==> config.mk <==
export PLATFORM = sky130hd
export DESIGN_NAME = mps_pin_share
export DESIGN_NICKNAME = d
export VERILOG_FILES = /design/src/common/mps_pkg.sv /design/src/hw/mps_pin_share.sv
export SDC_FILE = /design/constraint.sdc
export NUM_CORES = 1
export LEC_CHECK = 0
export BUFFER_PORTS_ARGS = -buffer_cell sky130_fd_sc_hd__buf_2
export CAP_MARGIN = 0
export CELL_PAD_IN_SITES_DETAIL_PLACEMENT = 1
export CELL_PAD_IN_SITES_GLOBAL_PLACEMENT = 2
export CORE_MARGIN = 2
export CORE_UTILIZATION = 29
export DETAILED_ROUTE_END_ITERATION = 16
export HOLD_SLACK_MARGIN = 0.06
export PLACE_DENSITY_LB_ADDON = 0.05
export SLEW_MARGIN = 5
export SYNTH_ARGS = -nofsm -noshare
export SYNTH_HDL_FRONTEND = slang
export SYNTH_SLANG_ARGS = --single-unit
==> constraint.sdc <==
create_clock -name aclk -period 2.8 [get_ports aclk]
set_clock_uncertainty 0.15 [all_clocks]
set_input_delay 0.14 -clock aclk [delete_from_list [all_inputs] [get_ports aclk]]
set_output_delay 0.14 -clock aclk [all_outputs]
set_load 0.02 [all_outputs]
==> src/common/mps_pkg.sv <==
package mps_pkg;
  // register byte offsets
  localparam logic [7:0] REG_STRAP_LO = 8'h00;
  localparam logic [7:0] REG_STRAP_HI = 8'h04;
  localparam logic [7:0] REG_CTRL = 8'h08;
  localparam logic [7:0] REG_ROM_ADDR = 8'h0c;
  localparam logic [7:0] REG_ROM_STAT = 8'h10;
  // control fields
  localparam int CTRL_MEM_EN = 0;
  localparam int CTRL_CLKOUT = 1;
  localparam logic [1:0] CTRL_RESET = 2'h0;
  // rom status fields
  localparam int STAT_BUSY = 8;
  localparam int STAT_FLOAT = 9;
  localparam int STAT_ICT = 10;
  localparam int STAT_VALID = 11;
  // axi responses
  localparam logic [1:0] RESP_OKAY = 2'h0;
  localparam logic [1:0] RESP_SLVERR = 2'h2;
  // timing
  localparam int CLK_NS = 5;
  localparam int ROM_SETUP_NS = 10;
  localparam int ROM_ACCESS_NS = 150;
  localparam int ROM_SETUP_CYC = (ROM_SETUP_NS + CLK_NS - 1) / CLK_NS;
  // two extra cycles cover the input synchroniser, one the output register
  localparam int ROM_ACCESS_CYC = (ROM_ACCESS_NS + CLK_NS - 1) / CLK_NS + 3;

  typedef struct packed {
    logic [15:0] o;
    logic [15:0] oe;
  } mps_pins16_t;

  typedef enum logic [1:0] {ROM_IDLE, ROM_SETUP, ROM_ACCESS} mps_rom_state_t;
endpackage

==> src/hw/mps_pin_share.sv <==
// Behaviour
// - drive ten shared dram bank address pins
// - address pins are strap bits 9..0
// - data pins 7..2 are strap bits 15..10
// - latch data pins 7..2 into high strap register
// - low data pins carry dram data 15..0
// - data pin0 floats outputs, pin1 enables ict
// - rom data read on pins 15..8 before enable
// - active-low rom enable, or memclk in test
// - mid data pins drive rom address 15..0
// - top data pins 12..11 drive rom address 17..16
// - host rom accesses pass through this block
//
// Decided for this implementation: register access over AXI4-Lite and the address map.
`timescale 1ns/1ps
module mps_pin_share
  import mps_pkg::*;
#(
  parameter int AA_W = 10
) (
  input wire logic aclk,
  input wire logic aresetn,
  input wire logic [7:0] s_axi_awaddr,
  input wire logic s_axi_awvalid,
  output logic s_axi_awready,
  input wire logic [31:0] s_axi_wdata,
  input wire logic [3:0] s_axi_wstrb,
  input wire logic s_axi_wvalid,
  output logic s_axi_wready,
  output logic [1:0] s_axi_bresp,
  output logic s_axi_bvalid,
  input wire logic s_axi_bready,
  input wire logic [7:0] s_axi_araddr,
  input wire logic s_axi_arvalid,
  output logic s_axi_arready,
  output logic [31:0] s_axi_rdata,
  output logic [1:0] s_axi_rresp,
  output logic s_axi_rvalid,
  input wire logic s_axi_rready,
  input wire logic [AA_W-1:0] aa_in,
  output logic [AA_W-1:0] aa_out,
  output logic [AA_W-1:0] aa_oe,
  input wire logic [15:0] mem_data_low_in,
  output mps_pins16_t mem_data_low,
  input wire logic [15:0] mem_data_mid_in,
  output mps_pins16_t mem_data_mid,
  input wire logic [1:0] mem_data_top_in,
  output logic [1:0] mem_data_top_out,
  output logic [1:0] mem_data_top_oe,
  output logic rom_output_enable_n,
  input wire logic [AA_W-1:0] dram_addr,
  input wire logic [31:0] dram_wdata,
  input wire logic dram_wdata_oe,
  output logic [31:0] dram_rdata,
  output logic [15:0] strap_cfg,
  output logic straps_valid,
  output logic mem_if_enabled
);

  logic [AA_W-1:0] aa_s1, aa_s2;
  logic [15:0] low_s1, low_s2, mid_s1, mid_s2;
  logic [1:0] top_s1, top_s2;
  logic test_float_enable, test_incircuit_enable;
  logic [7:0] strap_status_reg_lo, strap_status_reg_hi;
  logic [1:0] ctrl;
  logic [17:0] rom_address;
  logic [7:0] rom_data_in;
  logic [7:0] rom_cnt;
  logic memclk_test_out;
  logic rom_capture;
  mps_rom_state_t rom_state;
  logic aw_held, w_held;
  logic [7:0] aw_addr;
  logic [31:0] w_data;
  logic [3:0] w_strb;
  logic wr_go, rom_start;

  function automatic logic [31:0] read_word(input logic [7:0] a);
    case (a)
      REG_STRAP_LO: read_word = {24'h0, strap_status_reg_lo};
      REG_STRAP_HI: read_word = {24'h0, strap_status_reg_hi};
      REG_CTRL: read_word = {30'h0, ctrl};
      REG_ROM_ADDR: read_word = {14'h0, rom_address};
      REG_ROM_STAT: read_word = {20'h0, straps_valid, test_incircuit_enable,
                                 test_float_enable, rom_state != ROM_IDLE, rom_data_in};
      default: read_word = 32'h0;
    endcase
  endfunction

  function automatic logic is_mapped(input logic [7:0] a);
    is_mapped = (a == REG_STRAP_LO) || (a == REG_STRAP_HI) || (a == REG_CTRL) ||
                (a == REG_ROM_ADDR) || (a == REG_ROM_STAT);
  endfunction

  // no reset: the synchronisers must follow the straps while reset is held
  always_ff @(posedge aclk) begin
    aa_s1 <= aa_in;
    aa_s2 <= aa_s1;
    low_s1 <= mem_data_low_in;
    low_s2 <= low_s1;
    mid_s1 <= mem_data_mid_in;
    mid_s2 <= mid_s1;
    top_s1 <= mem_data_top_in;
    top_s2 <= top_s1;
  end

  // straps and test pins captured on the first edge after release
  always_ff @(posedge aclk) begin
    if (!aresetn) begin
      straps_valid <= 1'b0;
      strap_cfg <= 16'h0;
      strap_status_reg_lo <= 8'h0;
      strap_status_reg_hi <= 8'h0;
      test_float_enable <= 1'b0;
      test_incircuit_enable <= 1'b0;
    end else if (!straps_valid) begin
      straps_valid <= 1'b1;
      strap_cfg <= {low_s2[7:2], aa_s2};
      strap_status_reg_lo <= aa_s2[7:0];
      strap_status_reg_hi <= {low_s2[7:2], aa_s2[9:8]};
      test_float_enable <= low_s2[0];
      test_incircuit_enable <= low_s2[1];
    end
  end

  // axi4-lite write: address and data taken in either order
  assign wr_go = aw_held && w_held && !s_axi_bvalid;
  assign rom_start = wr_go && (aw_addr == REG_ROM_ADDR) && (w_strb[2:0] == 3'h7) &&
                     !ctrl[CTRL_MEM_EN] && rom_state == ROM_IDLE && straps_valid;

  always_ff @(posedge aclk) begin
    if (!aresetn) begin
      aw_held <= 1'b0;
      w_held <= 1'b0;
      aw_addr <= 8'h0;
      w_data <= 32'h0;
      w_strb <= 4'h0;
      s_axi_awready <= 1'b0;
      s_axi_wready <= 1'b0;
      s_axi_bvalid <= 1'b0;
      s_axi_bresp <= RESP_OKAY;
    end else begin
      s_axi_awready <= !aw_held && !s_axi_awready && s_axi_awvalid;
      s_axi_wready <= !w_held && !s_axi_wready && s_axi_wvalid;
      if (s_axi_awvalid && s_axi_awready) begin
        aw_held <= 1'b1;
        aw_addr <= s_axi_awaddr;
      end
      if (s_axi_wvalid && s_axi_wready) begin
        w_held <= 1'b1;
        w_data <= s_axi_wdata;
        w_strb <= s_axi_wstrb;
      end
      if (wr_go) begin
        aw_held <= 1'b0;
        w_held <= 1'b0;
        s_axi_bvalid <= 1'b1;
        s_axi_bresp <= is_mapped(aw_addr) ? RESP_OKAY : RESP_SLVERR;
      end else if (s_axi_bvalid && s_axi_bready) begin
        s_axi_bvalid <= 1'b0;
      end
    end
  end

  always_ff @(posedge aclk) begin
    if (!aresetn) begin
      ctrl <= CTRL_RESET;
      rom_address <= 18'h0;
    end else if (wr_go && w_strb[0] && aw_addr == REG_CTRL) begin
      ctrl <= w_data[1:0];
    end else if (rom_start) begin
      rom_address <= w_data[17:0];
    end
  end

  always_ff @(posedge aclk) begin
    if (!aresetn) begin
      s_axi_arready <= 1'b0;
      s_axi_rvalid <= 1'b0;
      s_axi_rdata <= 32'h0;
      s_axi_rresp <= RESP_OKAY;
    end else begin
      s_axi_arready <= !s_axi_arready && !s_axi_rvalid && s_axi_arvalid;
      if (s_axi_arvalid && s_axi_arready) begin
        s_axi_rvalid <= 1'b1;
        s_axi_rdata <= read_word(s_axi_araddr);
        s_axi_rresp <= is_mapped(s_axi_araddr) ? RESP_OKAY : RESP_SLVERR;
      end else if (s_axi_rvalid && s_axi_rready) begin
        s_axi_rvalid <= 1'b0;
      end
    end
  end

  // rom read sequencer, only before the memory interface is enabled
  assign rom_capture = (rom_state == ROM_ACCESS) && (rom_cnt == 8'h0);

  always_ff @(posedge aclk) begin
    if (!aresetn) begin
      rom_state <= ROM_IDLE;
      rom_cnt <= 8'h0;
      rom_data_in <= 8'h0;
    end else begin
      case (rom_state)
        ROM_IDLE: begin
          if (rom_start) begin
            rom_state <= ROM_SETUP;
            rom_cnt <= 8'(ROM_SETUP_CYC);
          end
        end
        ROM_SETUP: begin
          if (rom_cnt == 8'h0) begin
            rom_state <= ROM_ACCESS;
            rom_cnt <= 8'(ROM_ACCESS_CYC);
          end else begin
            rom_cnt <= rom_cnt - 8'h1;
          end
        end
        ROM_ACCESS: begin
          if (rom_capture) begin
            rom_data_in <= low_s2[15:8];
            rom_state <= ROM_IDLE;
          end else begin
            rom_cnt <= rom_cnt - 8'h1;
          end
        end
        default: rom_state <= ROM_IDLE;
      endcase
    end
  end

  // pin drivers; nothing is driven until the straps are safely held
  always_ff @(posedge aclk) begin
    if (!aresetn || !straps_valid || test_float_enable) begin
      aa_out <= '0;
      aa_oe <= '0;
      mem_data_low <= '0;
      mem_data_mid <= '0;
      mem_data_top_out <= 2'h0;
      mem_data_top_oe <= 2'h0;
    end else if (rom_state != ROM_IDLE) begin
      aa_oe <= '0;
      mem_data_low.oe <= 16'h0;
      mem_data_mid.o <= rom_address[15:0];
      mem_data_mid.oe <= 16'hffff;
      mem_data_top_out <= rom_address[17:16];
      mem_data_top_oe <= 2'h3;
    end else if (ctrl[CTRL_MEM_EN]) begin
      aa_out <= dram_addr;
      aa_oe <= '1;
      mem_data_low.o <= dram_wdata[15:0];
      mem_data_low.oe <= {16{dram_wdata_oe}};
      mem_data_mid.o <= dram_wdata[31:16];
      mem_data_mid.oe <= {16{dram_wdata_oe}};
      mem_data_top_oe <= 2'h0;
    end else begin
      aa_oe <= '0;
      mem_data_low.oe <= 16'h0;
      mem_data_mid.oe <= 16'h0;
      mem_data_top_oe <= 2'h0;
    end
  end

  // test clock out is half the core clock: a flop output cannot carry the clock itself
  always_ff @(posedge aclk) begin
    if (!aresetn) begin
      memclk_test_out <= 1'b0;
      rom_output_enable_n <= 1'b1;
    end else begin
      memclk_test_out <= !memclk_test_out;
      if (ctrl[CTRL_CLKOUT] && test_incircuit_enable) begin
        rom_output_enable_n <= memclk_test_out;
      end else begin
        rom_output_enable_n <= !(rom_state == ROM_ACCESS && !test_float_enable);
      end
    end
  end

  always_ff @(posedge aclk) begin
    if (!aresetn) begin
      dram_rdata <= 32'h0;
      mem_if_enabled <= 1'b0;
    end else begin
      dram_rdata <= {mid_s2, low_s2};
      mem_if_enabled <= ctrl[CTRL_MEM_EN];
    end
  end

  a_reset_undriven: assert property (@(posedge aclk)
    !aresetn |=> (aa_oe == '0 && mem_data_low.oe == 16'h0 && mem_data_mid.oe == 16'h0))
    else $error("pins driven during reset");
  a_strap_low_bits: assert property (@(posedge aclk) disable iff (!aresetn)
    $rose(straps_valid) |-> strap_cfg[9:0] == $past(aa_s2))
    else $error("address straps not captured");
  a_strap_high_bits: assert property (@(posedge aclk) disable iff (!aresetn)
    $rose(straps_valid) |-> strap_cfg[15:10] == $past(low_s2[7:2]))
    else $error("data straps not captured");
  a_strap_status_hi: assert property (@(posedge aclk) disable iff (!aresetn)
    straps_valid |-> strap_status_reg_hi[7:2] == strap_cfg[15:10])
    else $error("high strap register mismatch");
  a_dram_addr_drive: assert property (@(posedge aclk) disable iff (!aresetn)
    (straps_valid && !test_float_enable && ctrl[CTRL_MEM_EN] && rom_state == ROM_IDLE)
    |=> (aa_out == $past(dram_addr) && aa_oe == '1))
    else $error("dram address not driven");
  a_rom_addr_mid: assert property (@(posedge aclk) disable iff (!aresetn)
    (rom_state == ROM_SETUP && !test_float_enable)
    |=> (mem_data_mid.o == rom_address[15:0] && mem_data_mid.oe == 16'hffff))
    else $error("rom address low not driven");
  a_rom_addr_top: assert property (@(posedge aclk) disable iff (!aresetn)
    (rom_state == ROM_SETUP && !test_float_enable)
    |=> (mem_data_top_out == rom_address[17:16] && mem_data_top_oe == 2'h3))
    else $error("rom address high not driven");
  a_rom_oe_order: assert property (@(posedge aclk) disable iff (!aresetn)
    (rom_state == ROM_IDLE ##1 (rom_state == ROM_SETUP && !ctrl[CTRL_CLKOUT]))
    |-> rom_output_enable_n [*2])
    else $error("rom enable before address setup");
  a_rom_sample_oe: assert property (@(posedge aclk) disable iff (!aresetn)
    (rom_capture && !ctrl[CTRL_CLKOUT]) |-> !rom_output_enable_n && $past(!rom_output_enable_n))
    else $error("rom sampled without enable");
  a_float_outputs: assert property (@(posedge aclk) disable iff (!aresetn)
    test_float_enable |=> (aa_oe == '0 && mem_data_mid.oe == 16'h0 && mem_data_top_oe == 2'h0))
    else $error("outputs driven in float test");
  a_rom_blocked: assert property (@(posedge aclk) disable iff (!aresetn)
    (ctrl[CTRL_MEM_EN] && rom_state == ROM_IDLE) |=> rom_state == ROM_IDLE)
    else $error("rom read after memory enable");
  // low pins must stay released while the rom drives its data onto them
  a_rom_low_quiet: assert property (@(posedge aclk) disable iff (!aresetn)
    rom_state != ROM_IDLE |=> mem_data_low.oe == 16'h0)
    else $error("low data pins driven during rom read");
  a_rom_oe_idle: assert property (@(posedge aclk) disable iff (!aresetn)
    (rom_state == ROM_IDLE && !ctrl[CTRL_CLKOUT]) |=> rom_output_enable_n)
    else $error("rom enable low while idle");
  a_low_dram_drive: assert property (@(posedge aclk) disable iff (!aresetn)
    (straps_valid && !test_float_enable && ctrl[CTRL_MEM_EN] && rom_state == ROM_IDLE)
    |=> (mem_data_low.o == $past(dram_wdata[15:0]) &&
         mem_data_low.oe == {16{$past(dram_wdata_oe)}}))
    else $error("dram data not driven on low pins");
  a_top_dram_quiet: assert property (@(posedge aclk) disable iff (!aresetn)
    (ctrl[CTRL_MEM_EN] && rom_state == ROM_IDLE) |=> mem_data_top_oe == 2'h0)
    else $error("rom address high driven in dram mode");
  a_strap_status_lo: assert property (@(posedge aclk) disable iff (!aresetn)
    $rose(straps_valid) |-> strap_status_reg_lo == $past(aa_s2[7:0]))
    else $error("low strap register not captured");

endmodule // mps_pin_share

# Word level (Yosys, flattened, before mapping)
# Cells that the tools add are included.
dict set report word_totals {
  register_bits 352
  in_bits 146
  wordCells 145
  output_inout_bits 180
}
dict set report op_classes {
  n_eq_ne 15
  reduce_logical 62
  add_sub_neg 1
  bitwise_logic 3
  muxes 22
}
# op count
set ops {}
lappend ops {{one-hot mux 18 bit (5 select lines)} 1}
lappend ops {{equality test 8 x 4 -> 1 bit (second input constant)} 4}
lappend ops {{two-way mux 16 bit} 2}
lappend ops {{two-way mux 32 bit} 1}
lappend ops {{logical NOT 8 bit} 3}
lappend ops {{two-way mux 8 bit} 3}
lappend ops {{one-hot mux 8 bit (3 select lines)} 1}
lappend ops {{logical AND 1 bit} 23}
lappend ops {{equality test 8 x 3 -> 1 bit (second input constant)} 2}
lappend ops {{equality test 8 x 5 -> 1 bit (second input constant)} 2}
lappend ops {{logical NOT 1 bit} 13}
lappend ops {{two-way mux 2 bit} 6}
lappend ops {{logical OR 1 bit} 10}
lappend ops {{two-way mux 10 bit} 1}
lappend ops {{inequality test 2 bit (second input constant)} 4}
lappend ops {{nonzero test 2 bit} 4}
lappend ops {{subtractor 8 x 1 -> 8 bit (second input constant)} 1}
lappend ops {{two-way mux 1 bit} 6}
lappend ops {{one-hot mux 2 bit (3 select lines)} 1}
lappend ops {{AND reduction 2 bit} 3}
lappend ops {{AND reduction 3 bit} 2}
lappend ops {{OR reduction 2 bit} 2}
lappend ops {{equality test 3 bit (second input constant)} 1}
lappend ops {{NOT 1 bit} 3}
lappend ops {{other kinds (4)} 4}

# Longest topological paths before layout
# Gate-level depths: netlist (run 1).
dict set report logic_depth {
  ltp_word 9
  depth_mapped 10
  mapped_depth_nobuf 7
}

# Worst setup path after synthesis (run 1)
# OpenSTA, ideal clock, no wires.
dict set report synth_path {
  path_kind {register -> register}
  start {register aw_addr[7]}
  end {register rom_address[10]}
  arrival_ps 2063
  path_slack_ps 454
  setup_time_ps 132
  synth_period_minus_slack_ps 2346
  stages_incl_launch_ff 9
  t_required_ps 2518
  n_path_buf 3
  cell_sequence {dfxtp_1 > or4_4 > or4_4 > buf_6 > or2_1 > buf_6 > buf_6 > nand2_1 > a21oi_1}
}
dict set report synth_between {
  elab_chain_cells 7
  word_cells_on_any_way 10
  cone_classes {eq/ne (2); bitwise (1); reduce/logical (7)}
}
# element line_no
set synth_lines {}
lappend synth_lines {{from (decl)} mps_pin_share.sv:73} ;# logic [7:0] aw_addr;
lappend synth_lines {{from (signal assigned)} mps_pin_share.sv:147} ;# aw_addr <= s_axi_awaddr;
lappend synth_lines {{equality test 8 x 4 -> 1 bit} mps_pin_share.sv:128} ;# assign rom_start = wr_go && (aw_addr == REG_ROM_ADDR) && (w_strb[2:0] == 3'h7) &&
lappend synth_lines {{logical AND 1 bit (3 in a row)} mps_pin_share.sv:128}
lappend synth_lines {{logical AND 1 bit (2 in a row)} mps_pin_share.sv:129} ;# !ctrl[CTRL_MEM_EN] && rom_state == ROM_IDLE && straps_valid;
lappend synth_lines {{AND reduction 2 bit (no source line) *} --}
lappend synth_lines {{to (signal assigned)} mps_pin_share.sv:172} ;# rom_address <= w_data[17:0];
lappend synth_lines {{to (decl)} mps_pin_share.sv:66} ;# logic [17:0] rom_address;
# Every way passes the cells marked *; elsewhere a longest branch is shown, timed or not.
# A chain may end at the register's enable or synchronous reset.

# Worst setup path in the final report (run 1)
dict set report layout_path {
  start {register aw_addr[7]}
  end {register rom_cnt[3]}
}
dict set report layout_between {
  elab_chain_cells 8
}
# element line_no
set layout_lines {}
lappend layout_lines {{equality test 8 x 4 -> 1 bit} mps_pin_share.sv:128}
lappend layout_lines {{logical AND 1 bit (3 in a row)} mps_pin_share.sv:128}
lappend layout_lines {{logical AND 1 bit (2 in a row)} mps_pin_share.sv:129}
lappend layout_lines {{inequality test 2 bit (no source line)} --}
lappend layout_lines {{AND reduction 3 bit (no source line)} --}
lappend layout_lines {{to (signal assigned)} mps_pin_share.sv:207} ;# rom_cnt <= 8'(ROM_SETUP_CYC);
lappend layout_lines {{to (signal assigned)} mps_pin_share.sv:213} ;# rom_cnt <= 8'(ROM_ACCESS_CYC);
lappend layout_lines {{to (signal assigned)} mps_pin_share.sv:215} ;# rom_cnt <= rom_cnt - 8'h1;
lappend layout_lines {{to (decl)} mps_pin_share.sv:68} ;# logic [7:0] rom_cnt;
# Every way passes these cells.

==> results.sh, run 1 <==
export IMPL_grt_pass1_wl_um=45000
export IMPL_die_h_um=184
export IMPL_seq_area_um2=5610
export IMPL_die_area_um2=33800
export IMPL_hp_class="in -> reg"
export IMPL_startpoint_type="flop"
export IMPL_r2r_start="aw_addr[7]"
export IMPL_cts_root_buf="clkbuf_16"
export IMPL_slew_viol_final=0
export IMPL_postSynth_asyncResetShare=0
export IMPL_placementRows=65
export IMPL_ys_warn_count=0
export IMPL_peakVddDrop_v=0.000429
export IMPL_critPathCapture="rom_cnt[3]"
export IMPL_cts_sinks=280
export IMPL_netlist_instances=973
export IMPL_via_per_inst=4.44
export IMPL_crit_start="aw_addr[7]"
export IMPL_synth_edf_count=0
export IMPL_syn_cell_area_um2=9390
export IMPL_synth_top_area_frac=0.597
export IMPL_rrSetupSlack_ns=0.19
export IMPL_dr_pass1_iters=4
export IMPL_seq_power_share=0.450
export IMPL_syn_avg_cell_area_um2=9.65
export IMPL_synth_cell_type_count=41
export IMPL_netlist_top_cell_by_area="dfxtp_1"
export IMPL_setup_viol=0
export IMPL_ant_nets=0
export IMPL_grt_max_degree=95
export IMPL_die_x_um=184
export IMPL_grt_pass1_vias=8040
export IMPL_cts_setup_buffers=0
export IMPL_power_uw=9250
export IMPL_drtIter0Drc=230
export IMPL_fillerInstances=3663
export IMPL_start_util=0.296
export IMPL_num_antenna_cells=0
export IMPL_ios=326
export IMPL_p_leak_uw=0.00586
export IMPL_post_synth_top_count_cell="dfxtp_1"
export IMPL_htree_levels=1
export IMPL_p_int_uw=7320
export IMPL_cp_end_kind="flop"
export IMPL_gp_congestion=0.739
export IMPL_num_vias=7994
export IMPL_multi_input_area_um2=3150
export IMPL_crit_type="reg -> reg"
export IMPL_wl_um=29500
export IMPL_power_share_clock=0.490
export IMPL_final_hold_violation_count=0
export IMPL_syn2layout_area_growth_pct=45.1
export IMPL_relSlewSlack=0.433
export IMPL_grt_use_total=0.169
export IMPL_crit_fanout=11
export IMPL_core_area_um2=31700
export IMPL_overflow=0
export IMPL_dp_final_hpwl_um=20200
export IMPL_fmax_ghz=0.383
export IMPL_outcome="finished clean"
export IMPL_swShare=0.208
export IMPL_fin_crit_ns=2.61
export IMPL_synth_common_cells="280 x dfxtp_1, 190 x nand2_1, 109 x a21oi_1, 57 x buf_4, 51 x nor2_1"
export IMPL_tns_ns=0
export IMPL_p_sw_uw=1930
export IMPL_worst_pin_slew_ns=0.848
export IMPL_rsz0062_at_grt="false"
export IMPL_ctsLongestPathBuffers=3
export IMPL_numCtsBuffers=31
export IMPL_ys_seq_area_frac=0.597
export IMPL_critPathRequiredTime_ns=3.07
export IMPL_timing_rr_end="rom_cnt[3]"
export IMPL_grt_antenna_before_repair=0
export IMPL_netlist_top_cells_area="dfxtp_1 60%, nand2_1 7.6%, a21oi_1 5.8%"
export IMPL_nets=1527
export IMPL_comb_power_share=0.060
export IMPL_synth_top_flop_cell="dfxtp_1"
export IMPL_postCtsResizedCells=0
export IMPL_io_buffers=292
export IMPL_r2r_cells=6
export IMPL_setup_ws_ns=0.192
export IMPL_power_density_nw_per_um2=679
export IMPL_layout_drive_gt1_share=0.266
export IMPL_clk_pin_slew_ns=0.06
export IMPL_ys_ff_latch=280
export IMPL_maxCapViolations=0
export IMPL_route_detailed_drc=0
export IMPL_pre_cts_ws_ns=0.232
export IMPL_fin_crit_sh=0.932
export IMPL_clock_insertion_delay_worst_skew_ns=0.54
export IMPL_wl_per_cell_um=16.4
export IMPL_cp_arrival_ns=2.88
export IMPL_cts_tree="yes"
[registers in the layout, summed over array words and instances (netlist names), 3 cells and up]
name and flops:
mem_data_low 17, rom_cnt 8, mem_data_mid 17, w_strb 3, low_s2 16, s_axi_rdata 18
aa_s2 10, aw_addr 8, mid_s1 16, rom_address 18, aa_out 10, low_s1 16
rom_data_in 8, aa_s1 10, mid_s2 16, w_data 18, dram_rdata 32, strap_cfg 16
[critical path: stages (launching register included)]
cell     delay, ns
dfxtp_1       0.31
or4_4         0.55
o41ai_1       0.49
nand3_1       0.40
o31ai_1       0.37
buf_4         0.18
a21oi_1       0.04
[metrics by stage]
step / std cells / area, µm² / utilization / hold slack (ns)
floorplan: 988 / 9440 / - / 0.0177
global placement: 1589 / 10900 / 0.344 / 0.0929
detailed placement: 1589 / 10900 / 0.344 / 0.0939
CTS: 1799 / 13600 / 0.429 / 0.0606
global route: 1799 / 13600 / 0.429 / 0.0713
finish: 1799 / 13600 / 0.429 / 0.0843
[power groups by stage]
| stage | registers (µW) | logic [µW] | clock network, µW |
|---|---|---|---|
| CTS | 4160 | 563 | 4670 |
| detailed placement | 4250 | 400 | 0 |
| global placement | 4250 | 396 | 0 |
| global route | 4180 | 608 | 4840 |
| finish | 4160 | 557 | 4530 |
| floorplan | 4290 | 172 | 0 |
[placed cells by master (no fill, tap or decap), types with 15 or more instances in the layout]
cell type | synthesis | final
nand3_1 | 22 | 22
buf_2 | 1 | 292
a21oi_1 | 109 | 109
buf_4 | 57 | 15
nor2_1 | 51 | 51
conb_1 | 1 | 16
dlygate4sd3_1 | 0 | 156
a211oi_1 | 20 | 20
o21ai_0 | 29 | 29
mux2i_1 | 42 | 42
nand2_1 | 190 | 190
and2_1 | 38 | 38
dfxtp_1 | 280 | 280
clkbuf_16 | 0 | 31
[layout make-up]
class | instances | share of cell area
multi-input cells | 586 | 0.232
repair buffers | 464 | 0.232
flip-flops and latches | 280 | 0.412
clock inverters | 15 | 0.0204
clock buffers | 39 | 0.0643
well taps | 402 | 0.0369
inverters | 13 | 0.00367
[kinds of logic (layout without fill, tap and decap cells)]
family | Yosys count | after routing | synth area share
simple gates | 339 | 339 | 0.163
mux | 44 | 44 | 0.0496
fa+ha+maj | 5 | 5 | 0.00666
other cells | 1 | 16 | 0.000399
buf+inv | 122 | 531 | 0.0741
compound gates | 182 | 182 | 0.110
flops | 280 | 280 | 0.597
[per-layer routing]
layer  share of wire  GRT usage  vias up  routed length [µm]
met5               0          0        -                   0
met4           0.016     0.0342        0                 461
met3           0.063     0.0376       36                1870
li1                -          -     3996                   -
met1            0.46      0.220     3719               13500
met2            0.46      0.287      243               13700
[how the worst min path moves through the flow]
| stage | startpoint | to | slack [ns] | depth (start not counted) |
|---|---|---|---|---|
| floorplan | aa_in[0] | aa_s1[0] | 0.02 | 0 |
| global placement | mem_data_mid_in[7] | mid_s1[7] | 0.09 | 1 |
| detailed placement | mem_data_mid_in[5] | mid_s1[5] | 0.09 | 1 |
| CTS | mem_data_low_in[7] | low_s1[7] | 0.06 | 2 |
| global route | mem_data_low_in[2] | low_s1[2] | 0.07 | 2 |
| finish | mem_data_low_in[6] | low_s1[6] | 0.08 | 2 |
[what timing repair did]
item,CTS,global route
hold buffers,156,0
hold endpoints to repair,153,0
endpoints found under the setup margin,0,0
No activity file was read; power rests on OpenSTA's default activity.
==> run 2, diff against run 1 <==
--- a/config.mk
+++ b/config.mk
@@ -5,7 +5,7 @@
 export SDC_FILE = /design/constraint.sdc
 export NUM_CORES = 1
 export LEC_CHECK = 0
-export BUFFER_PORTS_ARGS = -buffer_cell sky130_fd_sc_hd__buf_2
+export BUFFER_PORTS_ARGS = -buffer_cell sky130_fd_sc_hd__clkbuf_2
 export CAP_MARGIN = 0
 export CELL_PAD_IN_SITES_DETAIL_PLACEMENT = 1
 export CELL_PAD_IN_SITES_GLOBAL_PLACEMENT = 2
==> results.sh, run 2 (same netlist as run 1, synthesis figures left out) <==
export IMPL_tns_ns=0
export IMPL_die_area_um2=33800
export IMPL_layout_drive_gt1_share=0.268
export IMPL_die_h_um=184
export IMPL_power_uw=8830
export IMPL_crit_fanout=18
export IMPL_cts_sinks=280
export IMPL_crit_type="reg -> reg"
export IMPL_hp_class="in -> reg"
export IMPL_gp_congestion=0.740
export IMPL_critPathRequiredTime_ns=3.06
export IMPL_seq_power_share=0.472
export IMPL_grt_antenna_before_repair=1
export IMPL_grt_use_total=0.170
export IMPL_htree_levels=1
export IMPL_relSlewSlack=0.426
export IMPL_dp_cells=1593
export IMPL_setup_viol=0
export IMPL_p_leak_uw=0.00564
export IMPL_numCtsBuffers=31
export IMPL_comb_power_share=0.062
export IMPL_cp_slowest_cell="or4_4"
export IMPL_fin_crit_ns=2.49
export IMPL_ctsLongestPathBuffers=3
export IMPL_wl_um=29400
export IMPL_slew_viol_final=0
export IMPL_peakVddDrop_v=0.000519
export IMPL_fillerInstances=3645
export IMPL_ant_nets=0
export IMPL_crit_top_cell="or4_4"
export IMPL_grt_use_met3=0.0384
export IMPL_layout_common_cells="292 x clkbuf_2, 280 x dfxtp_1, 190 x nand2_1"
export IMPL_overflow=0
export IMPL_grt_use_met1=0.224
export IMPL_startpoint_type="flop"
export IMPL_syn2layout_area_growth_pct=42.7
export IMPL_cp_num_buf_inv=0
export IMPL_ios=326
export IMPL_grt_pass1_wl_um=45400
export IMPL_cts_root_buf="clkbuf_16"
export IMPL_placementRows=65
export IMPL_cts_setup_buffers=0
export IMPL_maxCapViolations=0
export IMPL_drtIter0Drc=206
export IMPL_hold_end="low_s1[15]"
export IMPL_grt_max_degree=95
export IMPL_outcome="finished clean"
export IMPL_final_common_cell="clkbuf_2"
export IMPL_io_buffers=292
export IMPL_die_x_um=184
export IMPL_num_vias=7884
export IMPL_top_usage_layer="met2"
export IMPL_worst_pin_slew_ns=0.859
export IMPL_rsz0062_at_grt="false"
export IMPL_grt_use_met2=0.284
export IMPL_rrSetupSlack_ns=0.31
export IMPL_dr_pass1_iters=4
export IMPL_crit_chain="or4_4, or4_4, or2_1, nand2_1, a21oi_1"
export IMPL_final_hold_violation_count=0
export IMPL_route_detailed_drc=0
export IMPL_swShare=0.221
export IMPL_power_share_clock=0.467
export IMPL_dp_final_hpwl_um=20300
export IMPL_fin_crit_sh=0.889
export IMPL_path_delay_family="simple AND/OR/NAND/NOR gates"
export IMPL_final_cells=1791
export IMPL_timing_rr_end="rom_address[6]"
export IMPL_grt_pass1_vias=8007
export IMPL_min_from="mem_data_low_in[15]"
export IMPL_largest_register="dram_rdata"
export IMPL_power_density_nw_per_um2=659
export IMPL_r2r_start="aw_addr[7]"
export IMPL_p_int_uw=6880
export IMPL_largest_register_ffs=32
export IMPL_core_area_um2=31700
export IMPL_cts_tree="yes"
export IMPL_clock_insertion_delay_worst_skew_ns=0.54
export IMPL_cp_end_kind="flop"
export IMPL_hold_depth=2
export IMPL_clk_pin_slew_ns=0.06
export IMPL_nets=1515
export IMPL_p_sw_uw=1950
export IMPL_critPathMaxStageDelay_ns=0.60
export IMPL_via_per_inst=4.40
export IMPL_r2r_cells=5
export IMPL_start_util=0.296
export IMPL_wl_per_cell_um=16.4
export IMPL_fmax_ghz=0.402
export IMPL_cp_arrival_ns=2.75
## run 2: cell count changes in the layout (fill, tap and decap cells not counted), moves of 4 or more
cell,before,now
clkbuf_2,0,292
dlygate4sd3_1,156,140
buf_4,15,19
buf_2,292,0
bufinv_16,8,3
clkbuf_1,1,8
## run 2: metrics by stage
stage	setup slack (ns)	hold WS (ns)	util	area [µm²]
floorplan	0.454	0.0177	-	9440
global placement	0.247	0.0920	0.345	10900
detailed placement	0.227	0.0944	0.345	10900
CTS	0.218	0.0605	0.422	13400
global route	0.0802	0.0736	0.422	13400
finish	0.310	0.0879	0.422	13400
## run 2: what timing repair did
action | CTS | global route
hold buffers | 140 | 0
endpoints found under the setup margin | 0 | 1
resized for setup | 0 | 1
endpoints found under the hold margin | 144 | 0
## run 2: cell type report
cell class	instances	area (µm²)	share of cell area
multi-input combinational	586	3160	0.236
clock buffer	46	902	0.0674
tap	402	503	0.0376
timing repair buffer	452	3030	0.226
antenna	1	2.50	0.000187
sequential	280	5610	0.419
clock inverter	11	145	0.0108
inverter	13	50.0	0.00374
## run 2: power by group through the flow
| stage | registers, µW | clock network (µW) | logic (µW) |
|---|---|---|---|
| 2_1_floorplan | 4290 | 0 | 172 |
| 3_3_place_gp | 4250 | 0 | 395 |
| 3_5_place_dp | 4250 | 0 | 401 |
| 4_1_cts | 4170 | 4260 | 554 |
| 5_1_grt | 4180 | 4440 | 597 |
| 6_report | 4160 | 4120 | 546 |
## run 2: layer usage
layer	vias to the layer above	wire (µm)
li1	3979	-
met1	3634	13600
met2	235	13500
met3	36	1800
met4	0	493
met5	-	0
## run 2: worst max-delay path by stage
stage	startpoint	to	slack, ns	cells after the start
4_1_cts	aw_addr[7]	rom_cnt[4]	0.22	5
5_1_grt	aw_addr[7]	rom_cnt[4]	0.08	5
2_1_floorplan	aw_addr[7]	rom_address[10]	0.45	8
6_report	aw_addr[7]	rom_address[6]	0.31	5
3_3_place_gp	aw_addr[7]	rom_cnt[2]	0.25	5
3_5_place_dp	aw_addr[7]	rom_cnt[4]	0.23	5
